### src/hdl/odc_consts.svh
// Constants of the orientation detect and configuration block.
// Assumes a 100 MHz clock; included by bare name by the top and step timer files.
`ifndef ODC_CONSTS_SVH
`define ODC_CONSTS_SVH
`define ODC_ADDR_IDENT       8'h0D
`define ODC_ADDR_RANGE       8'h0E
`define ODC_ADDR_STATUS      8'h10
`define ODC_ADDR_CONFIG      8'h11
`define ODC_ADDR_DEBOUNCE    8'h12
`define ODC_RANGE_RST        2'h0
`define ODC_MODE_RST         1'h1
`define ODC_ENABLE_RST       1'h0
`define ODC_DEBOUNCE_RST     8'h00
`define ODC_READ_NONE        8'h00
`define ODC_STAT_FLAG_BIT    7
`define ODC_STAT_LOCK_BIT    6
`define ODC_STAT_CODE_HI     2
`define ODC_STAT_CODE_LO     1
`define ODC_STAT_BACK_BIT    0
`define ODC_CFG_MODE_BIT     7
`define ODC_CFG_ENABLE_BIT   6
`define ODC_RANGE_HI         1
`define ODC_CLK_PERIOD_NS    10
`define ODC_STEP_BASE_NS     1250000
`define ODC_STEP_BASE_CYC \
   ((`ODC_STEP_BASE_NS + `ODC_CLK_PERIOD_NS - 1) / `ODC_CLK_PERIOD_NS)
`define ODC_RATE_FIRST_SLOW  3'h5
`define ODC_EXP_RATE5        3'h6
`define ODC_EXP_SLOWEST      3'h7
`define ODC_CAP_NORMAL       3'h4
`define ODC_CAP_LOW_POWER_LOW_NOISE_MODE         3'h6
`define ODC_CAP_HIRES        3'h1
`define ODC_CAP_LP           3'h7
`endif

### src/hdl/odc_pkg.sv
// Types shared by the orientation detect and configuration block.
// Assumes the constants header is compiled alongside.
package odc_pkg;
   typedef enum logic [1:0] {
      ODC_OS_NORMAL = 2'h0,
      ODC_OS_LOW_POWER_LOW_NOISE_MODE   = 2'h1,
      ODC_OS_HIRES  = 2'h2,
      ODC_OS_LP     = 2'h3
   } odc_osmode_type;

   typedef enum logic [1:0] {
      ODC_ST_IDLE  = 2'b00,
      ODC_ST_FIRST = 2'b01,
      ODC_ST_TRACK = 2'b11
   } odc_state_type;

   typedef struct packed {
      logic       lockout;
      logic [1:0] code;
      logic       back;
   } odc_orient_type;

   typedef struct packed {
      logic       rd;
      logic       wr;
      logic [7:0] addr;
      logic [7:0] wdata;
   } odc_reg_req_type;
endpackage

### src/hdl/odc_top.sv
// Register side of the orientation detect and range configuration logic.
// Assumes the serial interface delivers one-cycle read/write strobes and
// that the angle logic supplies a raw orientation as steady levels.
`timescale 1ns/1ns
`include "odc_consts.svh"
//
// Contract
// - Identity register is read-only and returns a fixed build-time value.
// - Range field picks 2, 4 or 8 g; code 11 reserved; resets to 00.
// - Change flag sets on first detection after activation and any change.
// - Reading the status register clears change flag and interrupt source.
// - Lockout flag in bit 6 reads 1 when lockout angle exceeded.
// - Orientation code: 00 up, 01 down, 10 right, 11 left.
// - Back/front flag in bit 0: 0 front, 1 back.
// - After reset back/front, code and lockout all read zero.
// - Orientation result is frozen while any axis exceeds 1.25 g.
// - Reported orientation keeps updating while the change flag is set.
// - Mode 0 decrements, mode 1 clears the counter on lapse; default 1.
// - Enable bit turns detection off at 0, on at 1; resets 0.
// - Debounce count sets steps a new orientation must persist.
// - Wake/sleep transitions either way reset the debounce counter.
// - Time step follows data rate and oversampling mode with caps.
// - Interrupt source follows change flag while interrupt is enabled.
module odc_top
   import odc_pkg::*;
#(
   // Arbitrary identity value
   parameter logic [7:0] DEVICE_ID     = 8'hA7,
   parameter int         STEP_BASE_CYC = `ODC_STEP_BASE_CYC
)
(
   input  wire logic            CLK_I,
   input  wire logic            RST_N_I,
   input  wire odc_reg_req_type REG_REQ_I,
   output logic [7:0]           REG_RDATA_O,
   input  wire odc_orient_type  RAW_ORIENT_I,
   input  wire logic            OVER_RANGE_I,
   input  wire logic            ACTIVE_I,
   input  wire logic            SLEEP_I,
   input  wire logic [2:0]      RATE_SEL_I,
   input  wire odc_osmode_type  OS_MODE_I,
   input  wire logic            IRQ_ENABLE_I,
   output logic [1:0]           RANGE_SELECT_O,
   output odc_orient_type       ORIENT_O,
   output logic                 ORIENT_IRQ_SOURCE_O
);
   odc_state_type  state_q;
   odc_state_type  state_d;
   odc_orient_type orient_q;
   odc_orient_type orient_d;
   logic [1:0]     range_select_q;
   logic           counter_mode_q;
   logic           detect_enable_q;
   logic [7:0]     debounce_value_q;
   logic           change_flag_q;
   logic           change_flag_d;
   logic           irq_source_q;
   logic           sleep_q;
   logic           sleep_edge;
   logic           step_tick;
   logic           step_live;
   logic           accept;
   logic           differ;
   logic           run;
   logic           first_seen;
   logic           set_change;
   logic           status_read;
   logic           filter_clear;
   logic [7:0]     read_value;

   // Decodes a write strobe aimed at one register
   function automatic logic wr_hit(input odc_reg_req_type req,
                                   input logic [7:0]      addr);
      wr_hit = req.wr && (req.addr == addr);
   endfunction

   // Register writes

   always_ff @(posedge CLK_I or negedge RST_N_I)
   begin
      if (!RST_N_I)
         range_select_q <= `ODC_RANGE_RST;
      else if (wr_hit(REG_REQ_I, `ODC_ADDR_RANGE))
         range_select_q <= REG_REQ_I.wdata[`ODC_RANGE_HI:0];
   end

   always_ff @(posedge CLK_I or negedge RST_N_I)
   begin
      if (!RST_N_I)
      begin
         counter_mode_q  <= `ODC_MODE_RST;
         detect_enable_q <= `ODC_ENABLE_RST;
      end
      else if (wr_hit(REG_REQ_I, `ODC_ADDR_CONFIG))
      begin
         counter_mode_q  <= REG_REQ_I.wdata[`ODC_CFG_MODE_BIT];
         detect_enable_q <= REG_REQ_I.wdata[`ODC_CFG_ENABLE_BIT];
      end
   end

   always_ff @(posedge CLK_I or negedge RST_N_I)
   begin
      if (!RST_N_I)
         debounce_value_q <= `ODC_DEBOUNCE_RST;
      else if (wr_hit(REG_REQ_I, `ODC_ADDR_DEBOUNCE))
         debounce_value_q <= REG_REQ_I.wdata;
   end

   // The range code drives the data path; reserved 11 is stored as written
   // so software sees what it wrote, the data path decides what it means.
   always_ff @(posedge CLK_I or negedge RST_N_I)
   begin
      if (!RST_N_I)
         RANGE_SELECT_O <= `ODC_RANGE_RST;
      else
         RANGE_SELECT_O <= range_select_q;
   end

   // Wake/sleep edge detection

   always_ff @(posedge CLK_I or negedge RST_N_I)
   begin
      if (!RST_N_I)
         sleep_q <= 1'b0;
      else
         sleep_q <= SLEEP_I;
   end

   assign sleep_edge = (sleep_q != SLEEP_I);

   // Detection is live only when active and enabled
   assign run = ACTIVE_I && detect_enable_q;

   // Counter and step timer restart on any wake/sleep change or when idle
   assign filter_clear = sleep_edge || !run;

   odc_step_timer #(
      .BASE_CYC (STEP_BASE_CYC)
   ) u_step_timer (
      .clk_i   (CLK_I),
      .rst_n_i (RST_N_I),
      .clear_i (filter_clear),
      .rate_i  (RATE_SEL_I),
      .mode_i  (OS_MODE_I),
      .tick_o  (step_tick)
   );

   // Steps are swallowed under high g so both counter and result hold
   assign step_live = step_tick && !OVER_RANGE_I;

   assign differ = (state_q == ODC_ST_TRACK) && (RAW_ORIENT_I != orient_q);

   odc_debounce u_debounce (
      .clk_i        (CLK_I),
      .rst_n_i      (RST_N_I),
      .clear_i      (filter_clear),
      .tick_i       (step_live),
      .differ_i     (differ),
      .mode_clear_i (counter_mode_q),
      .limit_i      (debounce_value_q),
      .accept_o     (accept)
   );

   // Detection sequencing

   assign first_seen = (state_q == ODC_ST_FIRST) && step_live;

   always_comb
   begin
      state_d = state_q;
      case (state_q)
         ODC_ST_IDLE:
            if (run)
               state_d = ODC_ST_FIRST;
         ODC_ST_FIRST:
            if (!run)
               state_d = ODC_ST_IDLE;
            else if (step_live)
               state_d = ODC_ST_TRACK;
         ODC_ST_TRACK:
            if (!run)
               state_d = ODC_ST_IDLE;
         default:
            state_d = ODC_ST_IDLE;
      endcase
   end

   always_ff @(posedge CLK_I or negedge RST_N_I)
   begin
      if (!RST_N_I)
         state_q <= ODC_ST_IDLE;
      else
         state_q <= state_d;
   end

   // Reported orientation; the accepted value is re-checked against the
   // live input so a result frozen by high g in the same cycle is kept.
   always_comb
   begin
      orient_d = orient_q;
      if (first_seen)
         orient_d = RAW_ORIENT_I;
      else if (accept && !OVER_RANGE_I)
         orient_d = RAW_ORIENT_I;
   end

   always_ff @(posedge CLK_I or negedge RST_N_I)
   begin
      if (!RST_N_I)
         orient_q <= '0;
      else
         orient_q <= orient_d;
   end

   always_ff @(posedge CLK_I or negedge RST_N_I)
   begin
      if (!RST_N_I)
         ORIENT_O <= '0;
      else
         ORIENT_O <= orient_q;
   end

   // Change flag and interrupt source

   assign status_read = REG_REQ_I.rd && (REG_REQ_I.addr == `ODC_ADDR_STATUS);

   assign set_change = first_seen || (orient_d != orient_q);

   // A change landing in the reading cycle survives the clear
   always_comb
   begin
      if (set_change)
         change_flag_d = 1'b1;
      else if (status_read)
         change_flag_d = 1'b0;
      else
         change_flag_d = change_flag_q;
   end

   always_ff @(posedge CLK_I or negedge RST_N_I)
   begin
      if (!RST_N_I)
         change_flag_q <= 1'b0;
      else
         change_flag_q <= change_flag_d;
   end

   always_ff @(posedge CLK_I or negedge RST_N_I)
   begin
      if (!RST_N_I)
         irq_source_q <= 1'b0;
      else
         irq_source_q <= change_flag_d && IRQ_ENABLE_I;
   end

   assign ORIENT_IRQ_SOURCE_O = irq_source_q;

   // Read path; status is sampled before the read clears the flag

   always_comb
   begin
      read_value = `ODC_READ_NONE;
      case (REG_REQ_I.addr)
         `ODC_ADDR_IDENT:
            read_value = DEVICE_ID;
         `ODC_ADDR_RANGE:
            read_value[`ODC_RANGE_HI:0] = range_select_q;
         `ODC_ADDR_STATUS:
         begin
            read_value[`ODC_STAT_FLAG_BIT] = change_flag_q;
            read_value[`ODC_STAT_LOCK_BIT] = orient_q.lockout;
            read_value[`ODC_STAT_CODE_HI:`ODC_STAT_CODE_LO] = orient_q.code;
            read_value[`ODC_STAT_BACK_BIT] = orient_q.back;
         end
         `ODC_ADDR_CONFIG:
         begin
            read_value[`ODC_CFG_MODE_BIT]   = counter_mode_q;
            read_value[`ODC_CFG_ENABLE_BIT] = detect_enable_q;
         end
         `ODC_ADDR_DEBOUNCE:
            read_value = debounce_value_q;
         default:
            read_value = `ODC_READ_NONE;
      endcase
   end

   always_ff @(posedge CLK_I or negedge RST_N_I)
   begin
      if (!RST_N_I)
         REG_RDATA_O <= `ODC_READ_NONE;
      else if (REG_REQ_I.rd)
         REG_RDATA_O <= read_value;
   end
endmodule

### src/hdl/odc_step_timer.sv
// Debounce time step generator: one pulse per step.
// Assumes rate and oversampling mode are steady between clears.
`timescale 1ns/1ns
`include "odc_consts.svh"
module odc_step_timer
   import odc_pkg::*;
#(
   parameter int BASE_CYC = `ODC_STEP_BASE_CYC
)
(
   input  wire logic           clk_i,
   input  wire logic           rst_n_i,
   input  wire logic           clear_i,
   input  wire logic [2:0]     rate_i,
   input  wire odc_osmode_type mode_i,
   output logic                tick_o
);
   logic [31:0] pre_q;
   logic [7:0]  mul_q;
   logic [2:0]  nom;
   logic [2:0]  cap;
   logic [2:0]  expo;
   logic [7:0]  limit;
   logic        base_tick;

   always_comb
   begin
      nom = (rate_i < `ODC_RATE_FIRST_SLOW) ? rate_i :
            (rate_i == `ODC_RATE_FIRST_SLOW) ? `ODC_EXP_RATE5 :
            `ODC_EXP_SLOWEST;
      case (mode_i)
         ODC_OS_NORMAL: cap = `ODC_CAP_NORMAL;
         ODC_OS_LOW_POWER_LOW_NOISE_MODE:   cap = `ODC_CAP_LOW_POWER_LOW_NOISE_MODE;
         ODC_OS_HIRES:  cap = `ODC_CAP_HIRES;
         default:       cap = `ODC_CAP_LP;
      endcase
      expo  = (nom > cap) ? cap : nom;
      limit = 8'(8'h01 << expo) - 8'h01;
   end

   assign base_tick = (pre_q == 32'(BASE_CYC - 1));

   always_ff @(posedge clk_i or negedge rst_n_i)
   begin
      if (!rst_n_i)
      begin
         pre_q  <= 32'h0;
         mul_q  <= 8'h00;
         tick_o <= 1'b0;
      end
      else if (clear_i)
      begin
         pre_q  <= 32'h0;
         mul_q  <= 8'h00;
         tick_o <= 1'b0;
      end
      else
      begin
         pre_q  <= base_tick ? 32'h0 : pre_q + 32'h1;
         tick_o <= base_tick && (mul_q >= limit);
         if (base_tick)
            mul_q <= (mul_q >= limit) ? 8'h00 : mul_q + 8'h01;
      end
   end
endmodule

### src/hdl/odc_debounce.sv
// Orientation debounce counter, advanced once per time step.
// Assumes differ_i compares the candidate against the reported result.
`timescale 1ns/1ns
module odc_debounce
   import odc_pkg::*;
(
   input  wire logic       clk_i,
   input  wire logic       rst_n_i,
   input  wire logic       clear_i,
   input  wire logic       tick_i,
   input  wire logic       differ_i,
   input  wire logic       mode_clear_i,
   input  wire logic [7:0] limit_i,
   output logic            accept_o
);
   logic [7:0] cnt_q;

   always_ff @(posedge clk_i or negedge rst_n_i)
   begin
      if (!rst_n_i)
      begin
         cnt_q    <= 8'h00;
         accept_o <= 1'b0;
      end
      else if (clear_i)
      begin
         cnt_q    <= 8'h00;
         accept_o <= 1'b0;
      end
      else
      begin
         accept_o <= tick_i && differ_i && (cnt_q >= limit_i);
         if (tick_i)
         begin
            if (differ_i)
               cnt_q <= (cnt_q >= limit_i) ? 8'h00 : cnt_q + 8'h01;
            else if (mode_clear_i)
               cnt_q <= 8'h00;
            else if (cnt_q != 8'h00)
               cnt_q <= cnt_q - 8'h01;
         end
      end
   end
endmodule

### config.mk
export PLATFORM = sky130hd
export DESIGN_NAME = odc_top
export DESIGN_NICKNAME = d
export VERILOG_FILES = /design/src/hdl/odc_pkg.sv /design/src/hdl/odc_top.sv /design/src/hdl/odc_step_timer.sv /design/src/hdl/odc_debounce.sv
export VERILOG_INCLUDE_DIRS = /design/src /design/src/hdl
export SDC_FILE = /design/constraint.sdc
export NUM_CORES = 1
export LEC_CHECK = 0
export ABC_AREA = 1
export BUFFER_PORTS_ARGS = -buffer_cell sky130_fd_sc_hd__buf_2
export CORE_ASPECT_RATIO = 0.5
export CORE_MARGIN = 2
export CORE_UTILIZATION = 61
export DETAILED_ROUTE_END_ITERATION = 10
export PLACE_DENSITY = 0.8
export SLEW_MARGIN = 5
export SYNTH_ARGS = -nofsm -noshare
export SYNTH_HDL_FRONTEND = slang
export SYNTH_HIERARCHICAL = 1
export SYNTH_SLANG_ARGS = --single-unit
### constraint.sdc
create_clock -name CLK_I -period 2.55 [get_ports CLK_I]
set_clock_uncertainty 0.15 [all_clocks]
set_input_delay 0.51 -clock CLK_I [delete_from_list [all_inputs] [get_ports CLK_I]]
set_output_delay 0.51 -clock CLK_I [all_outputs]
set_load 0.05 [all_outputs]
==> flow_summary.json, run 1 <==
{
  "syn_area_um2": 5680,
  "fp.dieW_um": 140,
  "ys_warn_count": 6,
  "cts_hold_buf": 0,
  "power.leakage_nw": 3.46,
  "fin_ws_ns": -0.592,
  "cts_buffer_depth": 2,
  "drc": 0,
  "fin_crit_sh_pct": 123,
  "synth_most_common_cell": "nand2_1",
  "worst-path-buf-inv": 7,
  "avgSynthCellArea_um2": 6.89,
  "tns_ns": -4.96,
  "die_y_um": 72.2,
  "required_ns": 2.68,
  "fmax_ghz": 0.318,
  "synth_seq_area_share_pct": 37.5,
  "dr.first_iter.drc_count": 473,
  "antenna_found_initial": 0,
  "htree_levels": 3,
  "whs_ns": -0.00708,
  "io_pins": 48,
  "overflow": 0,
  "hpwl_um": 9940,
  "synth_cells": 825,
  "cts-buffers-inserted": 9,
  "insertion_delay_ns": 0.35,
  "io_buffers": 47,
  "clock-root-buffer": "clkbuf_16",
  "place_ws_ns": -0.919,
  "synthDistinctLibCells": 36,
  "clock_sinks": 85,
  "gp_congestion": 0.910,
  "vias_per_cell": 5.46,
  "max_stage_delay_ns": 0.27,
  "path_clk_slew_ns": 0.07,
  "fin_crit_ns": 3.14,
  "cp_max_fo": 5,
  "cp_top_family": "simple AND/OR/NAND/NOR gates",
  "crit_type": "primary input to flop",
  "std_cell_rows": 24,
  "die-area_um2": 10100,
  "vdd_drop_max_v": 0.000273,
  "wire_per_inst_um": 14.0,
  "syn2layout_area_growth_pct": 19.2,
  "grt_pass1_wl_um": 24200,
  "nets": 962,
  "core_area_um2": 8890,
  "critPathCaptureType": "flop",
  "antenna_cells": 0,
  "cpMostUsedCell": "nand2_1",
  "drv_cap": 0,
  "cts_tree": "built",
  "ys.flop_type": "dfrtp_1",
  "finalWirelength_um": 14400,
  "dr.pass1.iters": 5,
  "synth.net_count": 883,
  "synth_top_area_cell": "dfrtp_1",
  "worst_setup_path_start_kind": "primary input",
  "synth-edff-count": 0,
  "rsz0062_at_grt": "true",
  "cp_slowest_cell": "ha_1",
  "slew_headroom_pct": 61.5,
  "initial_core_util_pct": 63.9,
  "finalInstanceArea_um2": 6770,
  "tightest_slew_ns": 0.577,
  "outcome": "complete, but fails checks",
  "drive_above_1_share_pct": 18.4,
  "vias": 5605,
  "async_flop_share_pct": 100,
  "pwr_density_cell_nw_per_um2": 484,
  "grt_max_degree": 44,
  "hp-class": "primary input to async pin",
  "setup_viol": 9,
  "drv_slew": 0,
  "synth-seq-cells": 85,
  "arrival_ns": 3.27,
  "grtUsageTotal_pct": 29.7,
  "placed_cells": 999,
  "synth_top_area_share_pct": 37.0,
  "yosys-top-cells-area": "dfrtp_1 (37%), nand2_1 (17%), nand3_1 (7.8%)",
  "grt_pass1_vias": 5315,
  "synthTopCellsByCount": "nand2_1 (262), inv_1 (109), nor2_1 (106)",
  "hold_violations": 6,
  "drtAntennaViolNets": 0,
  "place_area_um2": 6200,
  "instances_no_fill": 1026,
  "violations": "negative hold slack, negative setup slack"
}
cell families after synthesis:
logic type / after synthesis / synth area share, %
compound gates: 52 / 5.51
fa+ha+maj: 25 / 5.51
flops: 85 / 37.5
other cells: 1 / 0.0660
xor+xnor: 16 / 2.47
simple gates: 519 / 39.9
buf+inv: 127 / 9.07
layer usage:
layer  up-vias  global-route usage [%]  part of all wire, %
li1       2751                       -                    -
met1      2617                    37.1                   44
met2       206                    54.0                   49
met3        31                    5.48                  5.3
met4         0                    8.33                  1.8
met5         -                       0                    0
layout make-up:
| cell class | instances | area, um2 |
|---|---|---|
| multi-input combinational | 614 | 3230 |
| fill | 691 | 2120 |
| inverter | 116 | 440 |
| sequential | 85 | 2130 |
| clock buffer | 10 | 229 |
| timing repair buffer | 78 | 504 |
| clock inverter | 6 | 95.1 |
| tap | 117 | 146 |
worst paths after layout:
check                                              start                                end  slack, ns  cells past startpoint
max in group asynchronous                        RST_N_I         counter_mode_q$_DFFE_PN1P_       1.56                      2
hold reg to reg            range_select_q[1]$_DFFE_PN0P_        RANGE_SELECT_O[1]$_DFF_PN0_       0.26                      0
setup / recovery                           RATE_SEL_I[0]  u_step_timer/mul_q[2]$_DFFE_PN0P_      -0.59                     26
setup reg to reg                   orient_q[3]$_DFF_PN0_    u_debounce/cnt_q[4]$_DFFE_PN0P_       0.59                     11
hold / removal                                   RST_N_I        RANGE_SELECT_O[0]$_DFF_PN0_     -0.007                      1
min in group CLK_I                               SLEEP_I                  sleep_q$_DFF_PN0_       0.14                      1
cells in the final DEF, fill, tap and decap left out, types with 3 or more instances in the layout:
| master | synthesis | routed |
|---|---|---|
| o21ai_4 | 2 | 3 |
| nand4_1 | 20 | 20 |
| xor2_1 | 14 | 14 |
| clkinv_4 | 0 | 3 |
| nor2_1 | 106 | 103 |
| nand3_2 | 3 | 6 |
| a21o_1 | 3 | 3 |
| nand3_1 | 88 | 84 |
| nor3_1 | 9 | 9 |
| nand2_1 | 262 | 254 |
| buf_4 | 2 | 30 |
| inv_1 | 109 | 102 |
| nor2_2 | 10 | 11 |
| buf_2 | 1 | 43 |
| dfrtp_1 | 84 | 84 |
| o21ai_0 | 25 | 23 |
| a21oi_1 | 13 | 11 |
| nor2_4 | 6 | 8 |
| ha_1 | 25 | 21 |
| buf_6 | 4 | 3 |
| nor3_2 | 3 | 3 |
| nand2_2 | 6 | 11 |
| ha_4 | 0 | 4 |
| nand2_4 | 1 | 4 |
| clkbuf_16 | 0 | 9 |
| inv_2 | 5 | 11 |
registers in the layout (all words and copies together), names as in the netlist:
name / flops
ORIENT_O: 4
REG_RDATA_O: 8
u_debounce/cnt_q: 8
counter_mode_q: 1
u_step_timer/tick_o: 1
state_q: 2
sleep_q: 1
u_debounce/accept_o: 1
ORIENT_IRQ_SOURCE_O: 1
debounce_value_q: 8
u_step_timer/pre_q: 32
range_select_q: 2
RANGE_SELECT_O: 2
u_step_timer/mul_q: 8
orient_q: 4
detect_enable_q: 1
change_flag_q: 1
power breakdown:
part	total, mW	internal [mW]	switching [mW]
Combinational	0.451	0.180	0.271
Clock	1.44	0.867	0.569
Sequential	1.39	1.37	0.0192
Total	3.28	2.42	0.860
per-stage QoR:
step	util, %	total power, mW
floorplan	-	1.61
global placement	69.7	1.75
detailed placement	69.7	1.77
CTS	75.3	3.25
global route	76.2	3.39
finish	76.2	3.28
repair_timing:
item                       in CTS  in global routing
resized for setup              26                 11
setup buffers                   5                  5
gates cloned                    1                  0
setup endpoints to repair       9                  9
pin swaps                      21                 14
Power figures use the tool's default switching activity.
==> run 2: changes to the inputs <==
--- a/config.mk
+++ b/config.mk
@@ -8,7 +8,7 @@
 export LEC_CHECK = 0
 export ABC_AREA = 1
 export BUFFER_PORTS_ARGS = -buffer_cell sky130_fd_sc_hd__buf_2
-export CORE_ASPECT_RATIO = 0.5
+export CORE_ASPECT_RATIO = 0.6
 export CORE_MARGIN = 2
 export CORE_UTILIZATION = 61
 export DETAILED_ROUTE_END_ITERATION = 10
==> run 2 against run 1 <==
Net effect: the flow finishes with violations (negative setup slack); critical path depth shrank 4; maximum frequency rose by 1.8%; critical path type unchanged; critical endpoint unchanged; sequential power barely moved.
==> flow_summary.json, run 2 (synthesis results as in run 1) <==
{
  "instances_no_fill": 1026,
  "min-delay-start": "SLEEP_I",
  "vdd_drop_max_v": 0.000303,
  "finalInstanceArea_um2": 6840,
  "whs_ns": 0.152,
  "io_buffers": 47,
  "pwr_density_cell_nw_per_um2": 470,
  "regMostFlops": "u_step_timer/pre_q",
  "overflow": 0,
  "cts-buffers-inserted": 9,
  "fin_crit_sh_pct": 121,
  "setup_viol": 9,
  "reg2reg_slack_ns": 0.36,
  "wire_per_inst_um": 16.0,
  "fin_ws_ns": -0.537,
  "drtAntennaViolNets": 0,
  "gp_congestion": 1.06,
  "holdPathStages": 1,
  "place_ws_ns": -1.04,
  "worstRegToRegCells": 11,
  "grt_pass1_wl_um": 26300,
  "required_ns": 2.67,
  "hp-class": "primary input to flop",
  "violations": "negative setup slack",
  "fmax_ghz": 0.324,
  "tightest_slew_ns": 0.609,
  "multi_input_area_um2": 3290,
  "io_pins": 48,
  "drt-met1-wl_um": 7770,
  "place_area_um2": 6180,
  "drv_cap": 0,
  "final_cell_mix": "nand2_1 (250), nor2_1 (103), inv_1 (100)",
  "path_clk_slew_ns": 0.06,
  "power.leakage_nw": 3.46,
  "dr.pass1.iters": 5,
  "wl_met3_um": 1940,
  "hold_end": "sleep_q$_DFF_PN0_",
  "grt_max_degree": 35,
  "finalWirelength_um": 16500,
  "grt_pass1_vias": 5327,
  "fin_crit_ns": 3.09,
  "clock_sinks": 85,
  "core_area_um2": 9120,
  "htree_levels": 3,
  "final_common_cell": "nand2_1",
  "regArea_um2": 2130,
  "drv_slew": 0,
  "wl_met2_um": 6630,
  "placed_cells": 995,
  "rsz0062_at_grt": "true",
  "cp_slowest_cell": "ha_4",
  "fp.dieW_um": 129,
  "drive_above_1_share_pct": 19.3,
  "top_layer": "met4",
  "dr.first_iter.drc_count": 827,
  "cp_max_fo": 5,
  "worst_setup_path_start_kind": "primary input",
  "hold_violations": 0,
  "tns_ns": -4.25,
  "slew_headroom_pct": 59.4,
  "largest_reg_flops": 32,
  "std_cell_rows": 27,
  "insertion_delay_ns": 0.34,
  "initial_core_util_pct": 62.3,
  "die-area_um2": 10100,
  "grtUsageTotal_pct": 33.4,
  "nets": 964,
  "crit_type": "primary input to flop",
  "nFillCells": 692,
  "vias_per_cell": 5.65,
  "antenna_cells": 0,
  "outcome": "complete, but fails checks",
  "r2r_start": "orient_q[0]$_DFF_PN0_",
  "max_stage_delay_ns": 0.26,
  "clock-root-buffer": "clkbuf_16",
  "cts_tree": "built",
  "critPathCaptureType": "flop",
  "arrival_ns": 3.21,
  "cts_buffer_depth": 2,
  "hpwl_um": 12300,
  "die_y_um": 78.8,
  "syn2layout_area_growth_pct": 20.4,
  "reg2reg_to": "u_debounce/cnt_q[7]$_DFFE_PN0P_",
  "vias": 5792,
  "worstPathCellList": "buf_6 > buf_6 > ha_4 > a21oi_4 > nand2_4 > nand2_4 > nand2_2 > nand2_2 > inv_2 > nor2_4 > nand2_2 > ha_4 > inv_2 > nand4_1 > nand2_1 > inv_2 > ha_4 > a21oi_1 > nand2_4 > a21oi_4 > nand4_1 > nand2_1",
  "antenna_found_initial": 0,
  "drc": 0
}
## run 2: final cells by class
cell class / count / area share (%)
multi-input cells: 614 / 48.2
flip-flops and latches: 85 / 31.1
repair buffers: 80 / 7.80
inverters: 116 / 6.44
clock buffers: 9 / 3.29
well taps: 116 / 2.12
clock inverters: 6 / 1.04
## run 2: layer usage
metal  up-vias  global-route usage (%)
met5         -                       0
met4         0                    5.76
met3        18                    10.6
met2       309                    46.8
met1      2692                    50.9
li1       2773                       -
## run 2: timing repair
action                                  in CTS  in global routing
hold buffers                                 1                  0
cloned                                       1                  0
pin swaps                                   23                 20
endpoints found under the hold margin       32                  0
gates resized for setup                     35                 17
setup buffers                                8                  6
endpoints found under the setup margin       9                  9
## run 2: worst max-delay path by stage
stage,from,end,slack [ns]
after CTS,RATE_SEL_I[1],u_step_timer/mul_q[2]$_DFFE_PN0P_,-0.32
after global routing,RATE_SEL_I[2],u_step_timer/mul_q[2]$_DFFE_PN0P_,-0.63
after global placement,RATE_SEL_I[2],u_step_timer/mul_q[2]$_DFFE_PN0P_,-0.76
final,RATE_SEL_I[2],u_step_timer/mul_q[2]$_DFFE_PN0P_,-0.54
after floorplan,RATE_SEL_I[1],u_step_timer/mul_q[2]$_DFFE_PN0P_,-0.54
after detailed placement,RATE_SEL_I[2],u_step_timer/mul_q[3]$_DFFE_PN0P_,-1.04
## run 2: power breakdown
part           switching [mW]  leakage (nW)  internal, mW
sequential             0.0217          1.15          1.37
combinational           0.291          2.17         0.199
clock                   0.566         0.144         0.764
## run 2: critical path: cells and delay by family
| kind | cells | cell delay [ns] |
|---|---|---|
| buffers and inverters | 5 | 0.38 |
| adders and majority gates | 3 | 0.60 |
| AOI/OAI and AO/OA | 3 | 0.65 |
| and+or+nand+nor | 11 | 1.04 |
## run 2: stage by stage
stage	total power, mW	utilization (%)
2_1_floorplan	1.61	-
3_3_place_gp	1.75	67.8
3_5_place_dp	1.77	67.8
4_1_cts	3.18	73.7
5_1_grt	3.35	75.0
6_report	3.21	75.0
